<file path="src/hw/spm_map.vh">
// bit positions, reset values and default timing for the serial master port
`ifndef SPM_MAP_VH
`define SPM_MAP_VH
`define SPM_BIT_DONE      7
`define SPM_BIT_MSTEN     6
`define SPM_BIT_MODF      5
`define SPM_BIT_SELHI     3
`define SPM_BIT_SELLO     2
`define SPM_BIT_PEN       0
`define SPM_CTRL_RST      8'h04
`define SPM_BYTE_BITS     8
`define SPM_DIV_DEFAULT   16
`define SPM_CNT_W         3
`define SPM_DIV_W         8
`define SPM_PIN_N         2
`define SPM_PIN_IDLE      2'h2
`endif

</file>
<file path="src/hw/spm_shifter.v">
// eight-bit full-duplex shifter with serial clock generation
`timescale 1ns/1ps
`default_nettype none
`include "spm_map.vh"
module spm_shifter #(
    parameter HALF_DIV = `SPM_DIV_DEFAULT
) (
    // clock and reset
    input  wire       clock_i,
    input  wire       rst_n_i,
    // control
    input  wire       start_i,
    input  wire [7:0] tx_byte_i,
    input  wire       abort_i,
    input  wire       miso_i,
    // results
    output reg        busy_o,
    output reg        done_o,
    output reg  [7:0] rx_byte_o,
    output reg        sck_o,
    output wire       mosi_o
);
    reg [7:0]             shift_r;
    reg [`SPM_CNT_W-1:0]  bit_r;
    reg [`SPM_DIV_W-1:0]  div_r;
    reg                   rx_bit_r;
    // end counts held as integers, then cut to the counter widths
    localparam integer DIV_LAST_I = HALF_DIV - 1;
    localparam integer BIT_LAST_I = `SPM_BYTE_BITS - 1;
    localparam [`SPM_DIV_W-1:0] DIV_LAST = DIV_LAST_I[`SPM_DIV_W-1:0];
    localparam [`SPM_CNT_W-1:0] BIT_LAST = BIT_LAST_I[`SPM_CNT_W-1:0];

    assign mosi_o = shift_r[7]; // msb leaves first

    // sample on rising sck, shift on falling sck
    always @(posedge clock_i or negedge rst_n_i) begin
        if (!rst_n_i) begin
            busy_o    <= 1'b0;
            done_o    <= 1'b0;
            rx_byte_o <= 8'h00;
            sck_o     <= 1'b0;
            shift_r   <= 8'h00;
            bit_r     <= {`SPM_CNT_W{1'b0}};
            div_r     <= {`SPM_DIV_W{1'b0}};
            rx_bit_r  <= 1'b0;
        end else begin
            done_o <= 1'b0;
            if (abort_i) begin
                busy_o <= 1'b0;
                sck_o  <= 1'b0;
            end else if (!busy_o) begin
                if (start_i) begin
                    shift_r <= tx_byte_i;
                    busy_o  <= 1'b1;
                    bit_r   <= {`SPM_CNT_W{1'b0}};
                    div_r   <= {`SPM_DIV_W{1'b0}};
                end
            end else if (div_r == DIV_LAST) begin
                div_r <= {`SPM_DIV_W{1'b0}};
                sck_o <= ~sck_o;
                if (!sck_o) begin
                    rx_bit_r <= miso_i;
                end else begin
                    // the sampled bit joins the shifter on the fall, so
                    // the last outgoing bit is not overwritten early
                    if (bit_r == BIT_LAST) begin
                        busy_o    <= 1'b0;
                        done_o    <= 1'b1;
                        rx_byte_o <= {shift_r[6:0], rx_bit_r};
                    end else begin
                        shift_r <= {shift_r[6:0], rx_bit_r};
                    end
                    bit_r <= bit_r + 1'b1;
                end
            end else begin
                div_r <= div_r + 1'b1;
            end
        end
    end
endmodule
`default_nettype wire

</file>
<file path="src/hw/spm_master_port.v">
// serial peripheral master port: control bits, buffers, select handling
// Operation
// - master enable bit starts master operation; here the port enable bit must be set as well
// - data write goes to transmit buffer only while master enable bit set
// - empty shifter loads buffer, starts transfer
// - shift out on mosi, drive sck
// - set done flag at transfer end
// - interrupt when done flag set, enabled
// - full duplex, one flag for both
// - received byte shifts in msb first
// - full byte goes to receive buffer
// - select bits 01 give multi-master mode
// - low select clears enables, sets fault
// - fault interrupt when enabled
// - select bits 00: three-wire, select unused
// - high select bit: drive select output
// - select output follows low select bit
`timescale 1ns/1ps
`default_nettype none
`include "spm_map.vh"
module spm_master_port #(
    parameter HALF_DIV = `SPM_DIV_DEFAULT
) (
    // clock and reset
    input  wire       clock_i,
    input  wire       rst_n_i,
    // software control writes
    input  wire       ctrl_wr_i,
    input  wire [7:0] ctrl_wdata_i,
    input  wire       data_wr_i,
    input  wire [7:0] data_wdata_i,
    input  wire       done_int_en_i,
    input  wire       fault_int_en_i,
    // software reads
    output wire [7:0] ctrl_rdata_o,
    output reg  [7:0] data_rdata_o,
    output wire       tx_buf_full_o,
    output wire       irq_o,
    // serial pins
    output wire       sck_o,
    output wire       mosi_o,
    input  wire       miso_i,
    input  wire       sel_i,
    output wire       sel_o,
    output wire       sel_oe_o
);
    localparam             PIN_N    = `SPM_PIN_N;
    localparam [PIN_N-1:0] PIN_IDLE = `SPM_PIN_IDLE;
    localparam [7:0]       CTRL_RST = `SPM_CTRL_RST;
    // incoming pins: bit 0 data from the slave, bit 1 select
    wire [PIN_N-1:0] pin_raw;
    wire [PIN_N-1:0] pin_sync;
    wire             miso_sync;
    wire             sel_sync;
    // software write data split into control fields
    wire             wr_done_bit;
    wire             wr_master_bit;
    wire             wr_fault_bit;
    wire             wr_sel_hi_bit;
    wire             wr_sel_lo_bit;
    wire             wr_port_bit;
    // control and status bits
    reg        master_enable_bit_r;
    reg        port_enable_bit_r;
    reg        transfer_done_flag_r;
    reg        mode_fault_flag_r;
    reg        select_mode_high_bit_r;
    reg        select_mode_low_bit_r;
    reg  [7:0] tx_buf_r;
    reg        tx_full_r;
    // shifter handshake and decode nets
    wire       busy;
    wire       done;
    wire [7:0] rx_byte;
    wire       active;
    wire       fault;
    wire       start;
    wire       multi_mode;

    // two flip-flops per pin before any logic; only the second is read,
    // and each resets to its pin's idle level so no false fault follows
    assign pin_raw = {sel_i, miso_i};
    genvar g;
    generate
        for (g = 0; g < PIN_N; g = g + 1) begin : g_sync
            reg first_r;
            reg second_r;
            always @(posedge clock_i or negedge rst_n_i) begin
                if (!rst_n_i) begin
                    first_r  <= PIN_IDLE[g];
                    second_r <= PIN_IDLE[g];
                end else begin
                    first_r  <= pin_raw[g];
                    second_r <= first_r;
                end
            end
            assign pin_sync[g] = second_r;
        end
    endgenerate
    assign miso_sync = pin_sync[0];
    assign sel_sync  = pin_sync[1];

    // mode decode, fault detect and transfer start
    assign multi_mode = !select_mode_high_bit_r &&
                        select_mode_low_bit_r;
    assign fault  = multi_mode && !sel_sync;
    assign active = master_enable_bit_r && port_enable_bit_r;
    assign start  = active && tx_full_r && !busy && !fault;

    // write data fields
    assign wr_done_bit   = ctrl_wdata_i[`SPM_BIT_DONE];
    assign wr_master_bit = ctrl_wdata_i[`SPM_BIT_MSTEN];
    assign wr_fault_bit  = ctrl_wdata_i[`SPM_BIT_MODF];
    assign wr_sel_hi_bit = ctrl_wdata_i[`SPM_BIT_SELHI];
    assign wr_sel_lo_bit = ctrl_wdata_i[`SPM_BIT_SELLO];
    assign wr_port_bit   = ctrl_wdata_i[`SPM_BIT_PEN];

    // done flag: a finishing transfer beats a software clear
    always @(posedge clock_i or negedge rst_n_i) begin
        if (!rst_n_i) begin
            transfer_done_flag_r <= CTRL_RST[`SPM_BIT_DONE];
        end else if (done) begin
            transfer_done_flag_r <= 1'b1;
        end else if (ctrl_wr_i) begin
            transfer_done_flag_r <= wr_done_bit;
        end
    end

    // enables: a mode fault beats a software write in the same cycle,
    // so in multi-master mode the port cannot be re-enabled while the select pin stays low
    always @(posedge clock_i or negedge rst_n_i) begin
        if (!rst_n_i) begin
            master_enable_bit_r <= CTRL_RST[`SPM_BIT_MSTEN];
            port_enable_bit_r   <= CTRL_RST[`SPM_BIT_PEN];
        end else if (fault) begin
            master_enable_bit_r <= 1'b0;
            port_enable_bit_r   <= 1'b0;
        end else if (ctrl_wr_i) begin
            master_enable_bit_r <= wr_master_bit;
            port_enable_bit_r   <= wr_port_bit;
        end
    end

    // mode fault flag, sticky until software writes a zero
    always @(posedge clock_i or negedge rst_n_i) begin
        if (!rst_n_i) begin
            mode_fault_flag_r <= CTRL_RST[`SPM_BIT_MODF];
        end else if (fault) begin
            mode_fault_flag_r <= 1'b1;
        end else if (ctrl_wr_i) begin
            mode_fault_flag_r <= wr_fault_bit;
        end
    end

    // select mode bits, written by software only;
    // reset leaves the port in multi-master mode
    always @(posedge clock_i or negedge rst_n_i) begin
        if (!rst_n_i) begin
            select_mode_high_bit_r <= CTRL_RST[`SPM_BIT_SELHI];
            select_mode_low_bit_r  <= CTRL_RST[`SPM_BIT_SELLO];
        end else if (ctrl_wr_i) begin
            select_mode_high_bit_r <= wr_sel_hi_bit;
            select_mode_low_bit_r  <= wr_sel_lo_bit;
        end
    end

    // transmit buffer; a write in the start cycle refills it
    // after the old byte has gone to the shifter
    always @(posedge clock_i or negedge rst_n_i) begin
        if (!rst_n_i) begin
            tx_buf_r  <= 8'h00;
            tx_full_r <= 1'b0;
        end else begin
            if (start)
                tx_full_r <= 1'b0;
            if (data_wr_i && master_enable_bit_r) begin
                tx_buf_r  <= data_wdata_i;
                tx_full_r <= 1'b1;
            end
        end
    end

    // receive buffer, updated as each byte completes
    // and held until the next byte replaces it
    always @(posedge clock_i or negedge rst_n_i) begin
        if (!rst_n_i)
            data_rdata_o <= 8'h00;
        else if (done)
            data_rdata_o <= rx_byte;
    end

    // eight-bit shifter; a mode fault stops it at once
    spm_shifter #(
        .HALF_DIV (HALF_DIV)
    ) u_shift (
        .clock_i   (clock_i),
        .rst_n_i   (rst_n_i),
        .start_i   (start),
        .tx_byte_i (tx_buf_r),
        .abort_i   (fault),
        .miso_i    (miso_sync),
        .busy_o    (busy),
        .done_o    (done),
        .rx_byte_o (rx_byte),
        .sck_o     (sck_o),
        .mosi_o    (mosi_o)
    );

    // control read-back; bit 1 shows busy, bit 4 reads zero
    assign ctrl_rdata_o = {transfer_done_flag_r, master_enable_bit_r,
                           mode_fault_flag_r, 1'b0, select_mode_high_bit_r,
                           select_mode_low_bit_r, busy, port_enable_bit_r};
    // buffer holds a byte not yet moved to the shifter
    assign tx_buf_full_o = tx_full_r;
    // interrupt request from either flag
    assign irq_o = (done_int_en_i && transfer_done_flag_r) ||
                   (fault_int_en_i && mode_fault_flag_r);
    // select pin drive, unused in three-wire mode
    assign sel_oe_o = select_mode_high_bit_r;
    assign sel_o    = select_mode_high_bit_r &&
                      select_mode_low_bit_r;
endmodule
`default_nettype wire

</file>
<file path="config.mk">
export PLATFORM = sky130hd
export DESIGN_NAME = spm_master_port
export DESIGN_NICKNAME = d
export VERILOG_FILES = /design/src/hw/spm_shifter.v /design/src/hw/spm_master_port.v
export VERILOG_INCLUDE_DIRS = /design/src /design/src/hw
export SDC_FILE = /design/constraint.sdc
export NUM_CORES = 1
export LEC_CHECK = 0
export BUFFER_PORTS_ARGS = -buffer_cell sky130_fd_sc_hd__buf_4
export CORE_ASPECT_RATIO = 1.75
export CORE_MARGIN = 5
export CORE_UTILIZATION = 50
export CTS_CLUSTER_DIAMETER = 120
export CTS_CLUSTER_SIZE = 40
export DETAILED_ROUTE_END_ITERATION = 10
export GPL_TIMING_DRIVEN = 0
export PLACE_DENSITY = 0.83
export SLEW_MARGIN = 0
export SYNTH_ARGS = -nofsm -noshare
export SYNTH_HDL_FRONTEND = slang
export SYNTH_HIERARCHICAL = 1
export SYNTH_SLANG_ARGS = --single-unit
</file>
<file path="constraint.sdc">
create_clock -name clock_i -period 2.1 [get_ports clock_i]
set_input_delay 0.21 -clock clock_i [delete_from_list [all_inputs] [get_ports clock_i]]
set_output_delay 0.21 -clock clock_i [all_outputs]
set_load 0.02 [all_outputs]
</file>
==> results.md <==
* DRT Wirelength at approximately 4900 um
* RSZ-0062 raised after global routing: false
* Commonest non-fill, non-tap cells in the layout: dfrtp_1 (55), buf_4 (51), mux2_2 (27)
* Worst Path Required at 2.31 ns
* Maximum fanout along the worst path at 8
* Adder-Cell Fraction of Synth Area at roughly 1.5%
* XOR/XNOR share of the synthesized area at 1.71%
* DP HPWL at between 3000 and 4000 um
* Mapped Area at around 2600 um^2
* Met2 Usage GRT at around 28%
* Hold Path Class: primary input to flop
* Setup TNS at 0 ns
* Clock root cell: clkbuf_8
* Post-synth EDFFs at 0
* CP Buf/Inv Count at 1
* Final Power at 3.21 mW
* Max Cap Viol at 0
* 1st-pass router iterations at 4
* Later-pin clock latency in the skew report at about 0.33 ns
* Post-layout util at between 60% and 70%
* Final instance area at around 3200 um^2
* Antenna Nets Post-Route at 0
* Share of layout cells above drive strength 1 at 44.2%
* # rows at 34
* Lkg Pwr at roughly 1.5 nW
* Via count at 1757
* Worst Skew at approximately 0.0059 ns
* Dominant combinational cell family by area after synthesis: simple AND/OR/NAND/NOR gates
* Register area share after synthesis at a little under three fifths
* Drc violations at 0
* Total GRT Usage at 16.1%
* R2R Setup Slk at roughly 0.12 ns
* Hold Fails Final Rpt at 0
* Worst EP arrival at roughly 2.2 ns
* Gp weighted congestion at ~0.8
* DP Area at between 2000 and 3000 um^2
* Setup Crit Path Kind: flop to flop
* Die Height at 105 um
* CORE AREA at about 5000 um^2
* CP endpoint kind: flop
* 1st-iter DRT viols at 35
* CTS clock-pin slew for the worst setup and hold paths at 0.06 ns
* Syn_area_per_cell at roughly 13 um^2
* Synth-to-layout area growth at 24.1%
* Final Max Slew Viols at 0
* Crit-path cells: nor3b_4, clkbuf_4, nor2_1, nand4b_2, o221a_2
* CTS tree: built
* Die Width at 64.1 um
* F_max at ~510 MHz
* TritonCTS Sinks at 58
* Cells after Synth at ~200
* Top_reg_cell synth: dfrtp_1
* Status: finished clean
* Mux cell area share after synthesis at between 10% and 20%
* Initial core utilization at approximately half
* Final net count at 282
* Delay-heaviest family, CP: simple AND/OR/NAND/NOR gates
* Inserted Diodes at 0
* CP peak stage delay at 0.56 ns
* Hold path depth at 2
* Synthesized Nets at 226
* Die area at 6720 um^2
* CTS buffer count at 9
* Post-synthesis simple-gate area fraction at 14.4%
* Final period util at around 94%
* Slew @ Worst Pin at 0.701 ns
* IO buf count at between 40 and 50
* H-tree Lvls at 3
* Synth Area in Compound Gates at 8.30%
* WL per Instance at 15.4 um
* Worst-case reg-to-reg path depth at 5
* Fraction of registers with async set/reset at 100%
* Commonest non-fill, non-tap cell in the layout: dfrtp_1
* Crit Reg-Reg Endpoint: u_shift/shift_r[6]
* Longest Clk Path Bufs at 2
* Number of top-level pins at 46
* Number of global-route vias before repair at around 1900
* Slowest cell on the critical path: dfstp_2
* Vias per Instance at 5.60
* Hold path startpoint: ctrl_wdata_i[5]
* Min cycle time layout at 1.98 ns
* Yosys reg bits at 58
* Antenna violations before repair at 0
* Relative slew slack at 53.3%
* Syn. warnings at 6
* Reg-to-Reg Start: g_sync[1].second_r
* Top Usage Layer GRT: met2
* Netlist cell types at 44
* GRT met3 Usage at 4.83%
* Worst VDD drop at 781 uV
* Largest net degree at the start of global routing at 59
* Pwr/cell area at between 1000 and 1500 nW/um^2
* GRT overflow at 0
* M1 GR Usage at 17.1%
* Setup violations, final at 0
* Hold Path Sink: mode_fault_flag_r
* First-pass GRT wire length at 8540 um
* Fillers at 380
* CP startpoint kind: flop
## worst max path at each step
stage,from,end,slack (ns),cells after the start
floorplan,sel_oe_o,u_shift/div_r[3],0.11,7
global placement,select_mode_low_bit_r,u_shift/div_r[3],-0.31,7
detailed placement,select_mode_low_bit_r,u_shift/div_r[3],-0.32,7
CTS,select_mode_low_bit_r,u_shift/div_r[4],0.07,7
global route,u_shift/busy_o,u_shift/shift_r[7],0.0006,5
finish,g_sync[1].second_r,u_shift/shift_r[6],0.12,5
## cell type report
type	instances	area (um^2)	share of cell area (%)
timing repair buffer	45	345	10.9
buffer	15	98.8	3.11
clock buffer	11	141	4.45
sequential	58	1460	45.8
inverter	3	11.3	0.354
clock inverter	5	53.8	1.69
tap	54	67.6	2.12
multi-input combinational	123	1010	31.7
## synthesized netlist by cell type (2+ instances only)
cell type | n | area share [%]
and3_1 | 2 | 0.49
o211ai_1 | 2 | 0.59
ha_1 | 3 | 1.5
xnor2_1 | 5 | 1.7
o221a_2 | 8 | 3.5
nand2_1 | 8 | 1.2
buf_4 | 8 | 2.3
nand3_1 | 4 | 0.78
mux2_2 | 27 | 12
buf_2 | 2 | 0.39
inv_1 | 3 | 0.44
a31oi_1 | 2 | 0.49
nor2_1 | 13 | 1.9
dfrtp_1 | 55 | 54
mux2i_1 | 3 | 1.2
a21oi_1 | 3 | 0.59
nor3_1 | 4 | 0.78
a22o_1 | 2 | 0.68
o41ai_1 | 2 | 0.68
o21ai_0 | 2 | 0.39
dfstp_2 | 3 | 3.1
nand4_1 | 2 | 0.49
or3_1 | 8 | 2.0
nor3b_1 | 2 | 0.59
nand3b_1 | 2 | 0.59
a211o_1 | 2 | 0.68
nor2b_1 | 2 | 0.49
clkbuf_1 | 3 | 0.44
and2_1 | 2 | 0.49
## cell families after synthesis
group,Yosys count
AOI/OAI and AO/OA,25
xor gates and xnor gates,5
adders and majority gates,3
buffers and inverters,18
DFF,58
muxes,30
other,1
and+or+nand+nor,59
## flip-flops by register name, indices dropped and copies added, names as in the netlist, 2 cells and up
register / cells
u_shift/bit_r: 3
u_shift/div_r: 8
g_sync.first_r: 2
data_rdata_o: 8
tx_buf_r: 8
u_shift/rx_byte_o: 8
g_sync.second_r: 2
u_shift/shift_r: 8
## power breakdown
group / total (mW) / leakage (nW) / switching (mW) / internal, mW
Combinational: 0.744 / 0.698 / 0.360 / 0.384
Clock: 0.993 / 0.103 / 0.417 / 0.576
Sequential: 1.48 / 0.735 / 0.173 / 1.30
## layer usage
layer / part of all wire [%] / wire (um)
met2: 57 / 2770
met5: 0 / 0
met3: 4.7 / 228
met1: 35 / 1710
met4: 3.0 / 144
## what timing repair did
item	4_1_cts	5_1_grt
setup endpoints to repair	29	13
hold buffers	3	0
buffers inserted	0	1
resized for setup	7	2
hold endpoints to repair	57	0
## through the flow
stage / worst slack (ns) / cells / hold slack, ns
floorplan: 0.106 / 199 / -0.0856
global placement: -0.305 / 294 / 0.306
detailed placement: -0.322 / 294 / 0.305
CTS: 0.0692 / 313 / 0.0809
global route: 0.000637 / 314 / 0.0853
finish: 0.123 / 314 / 0.0940
Power figures use the tool's default switching activity.
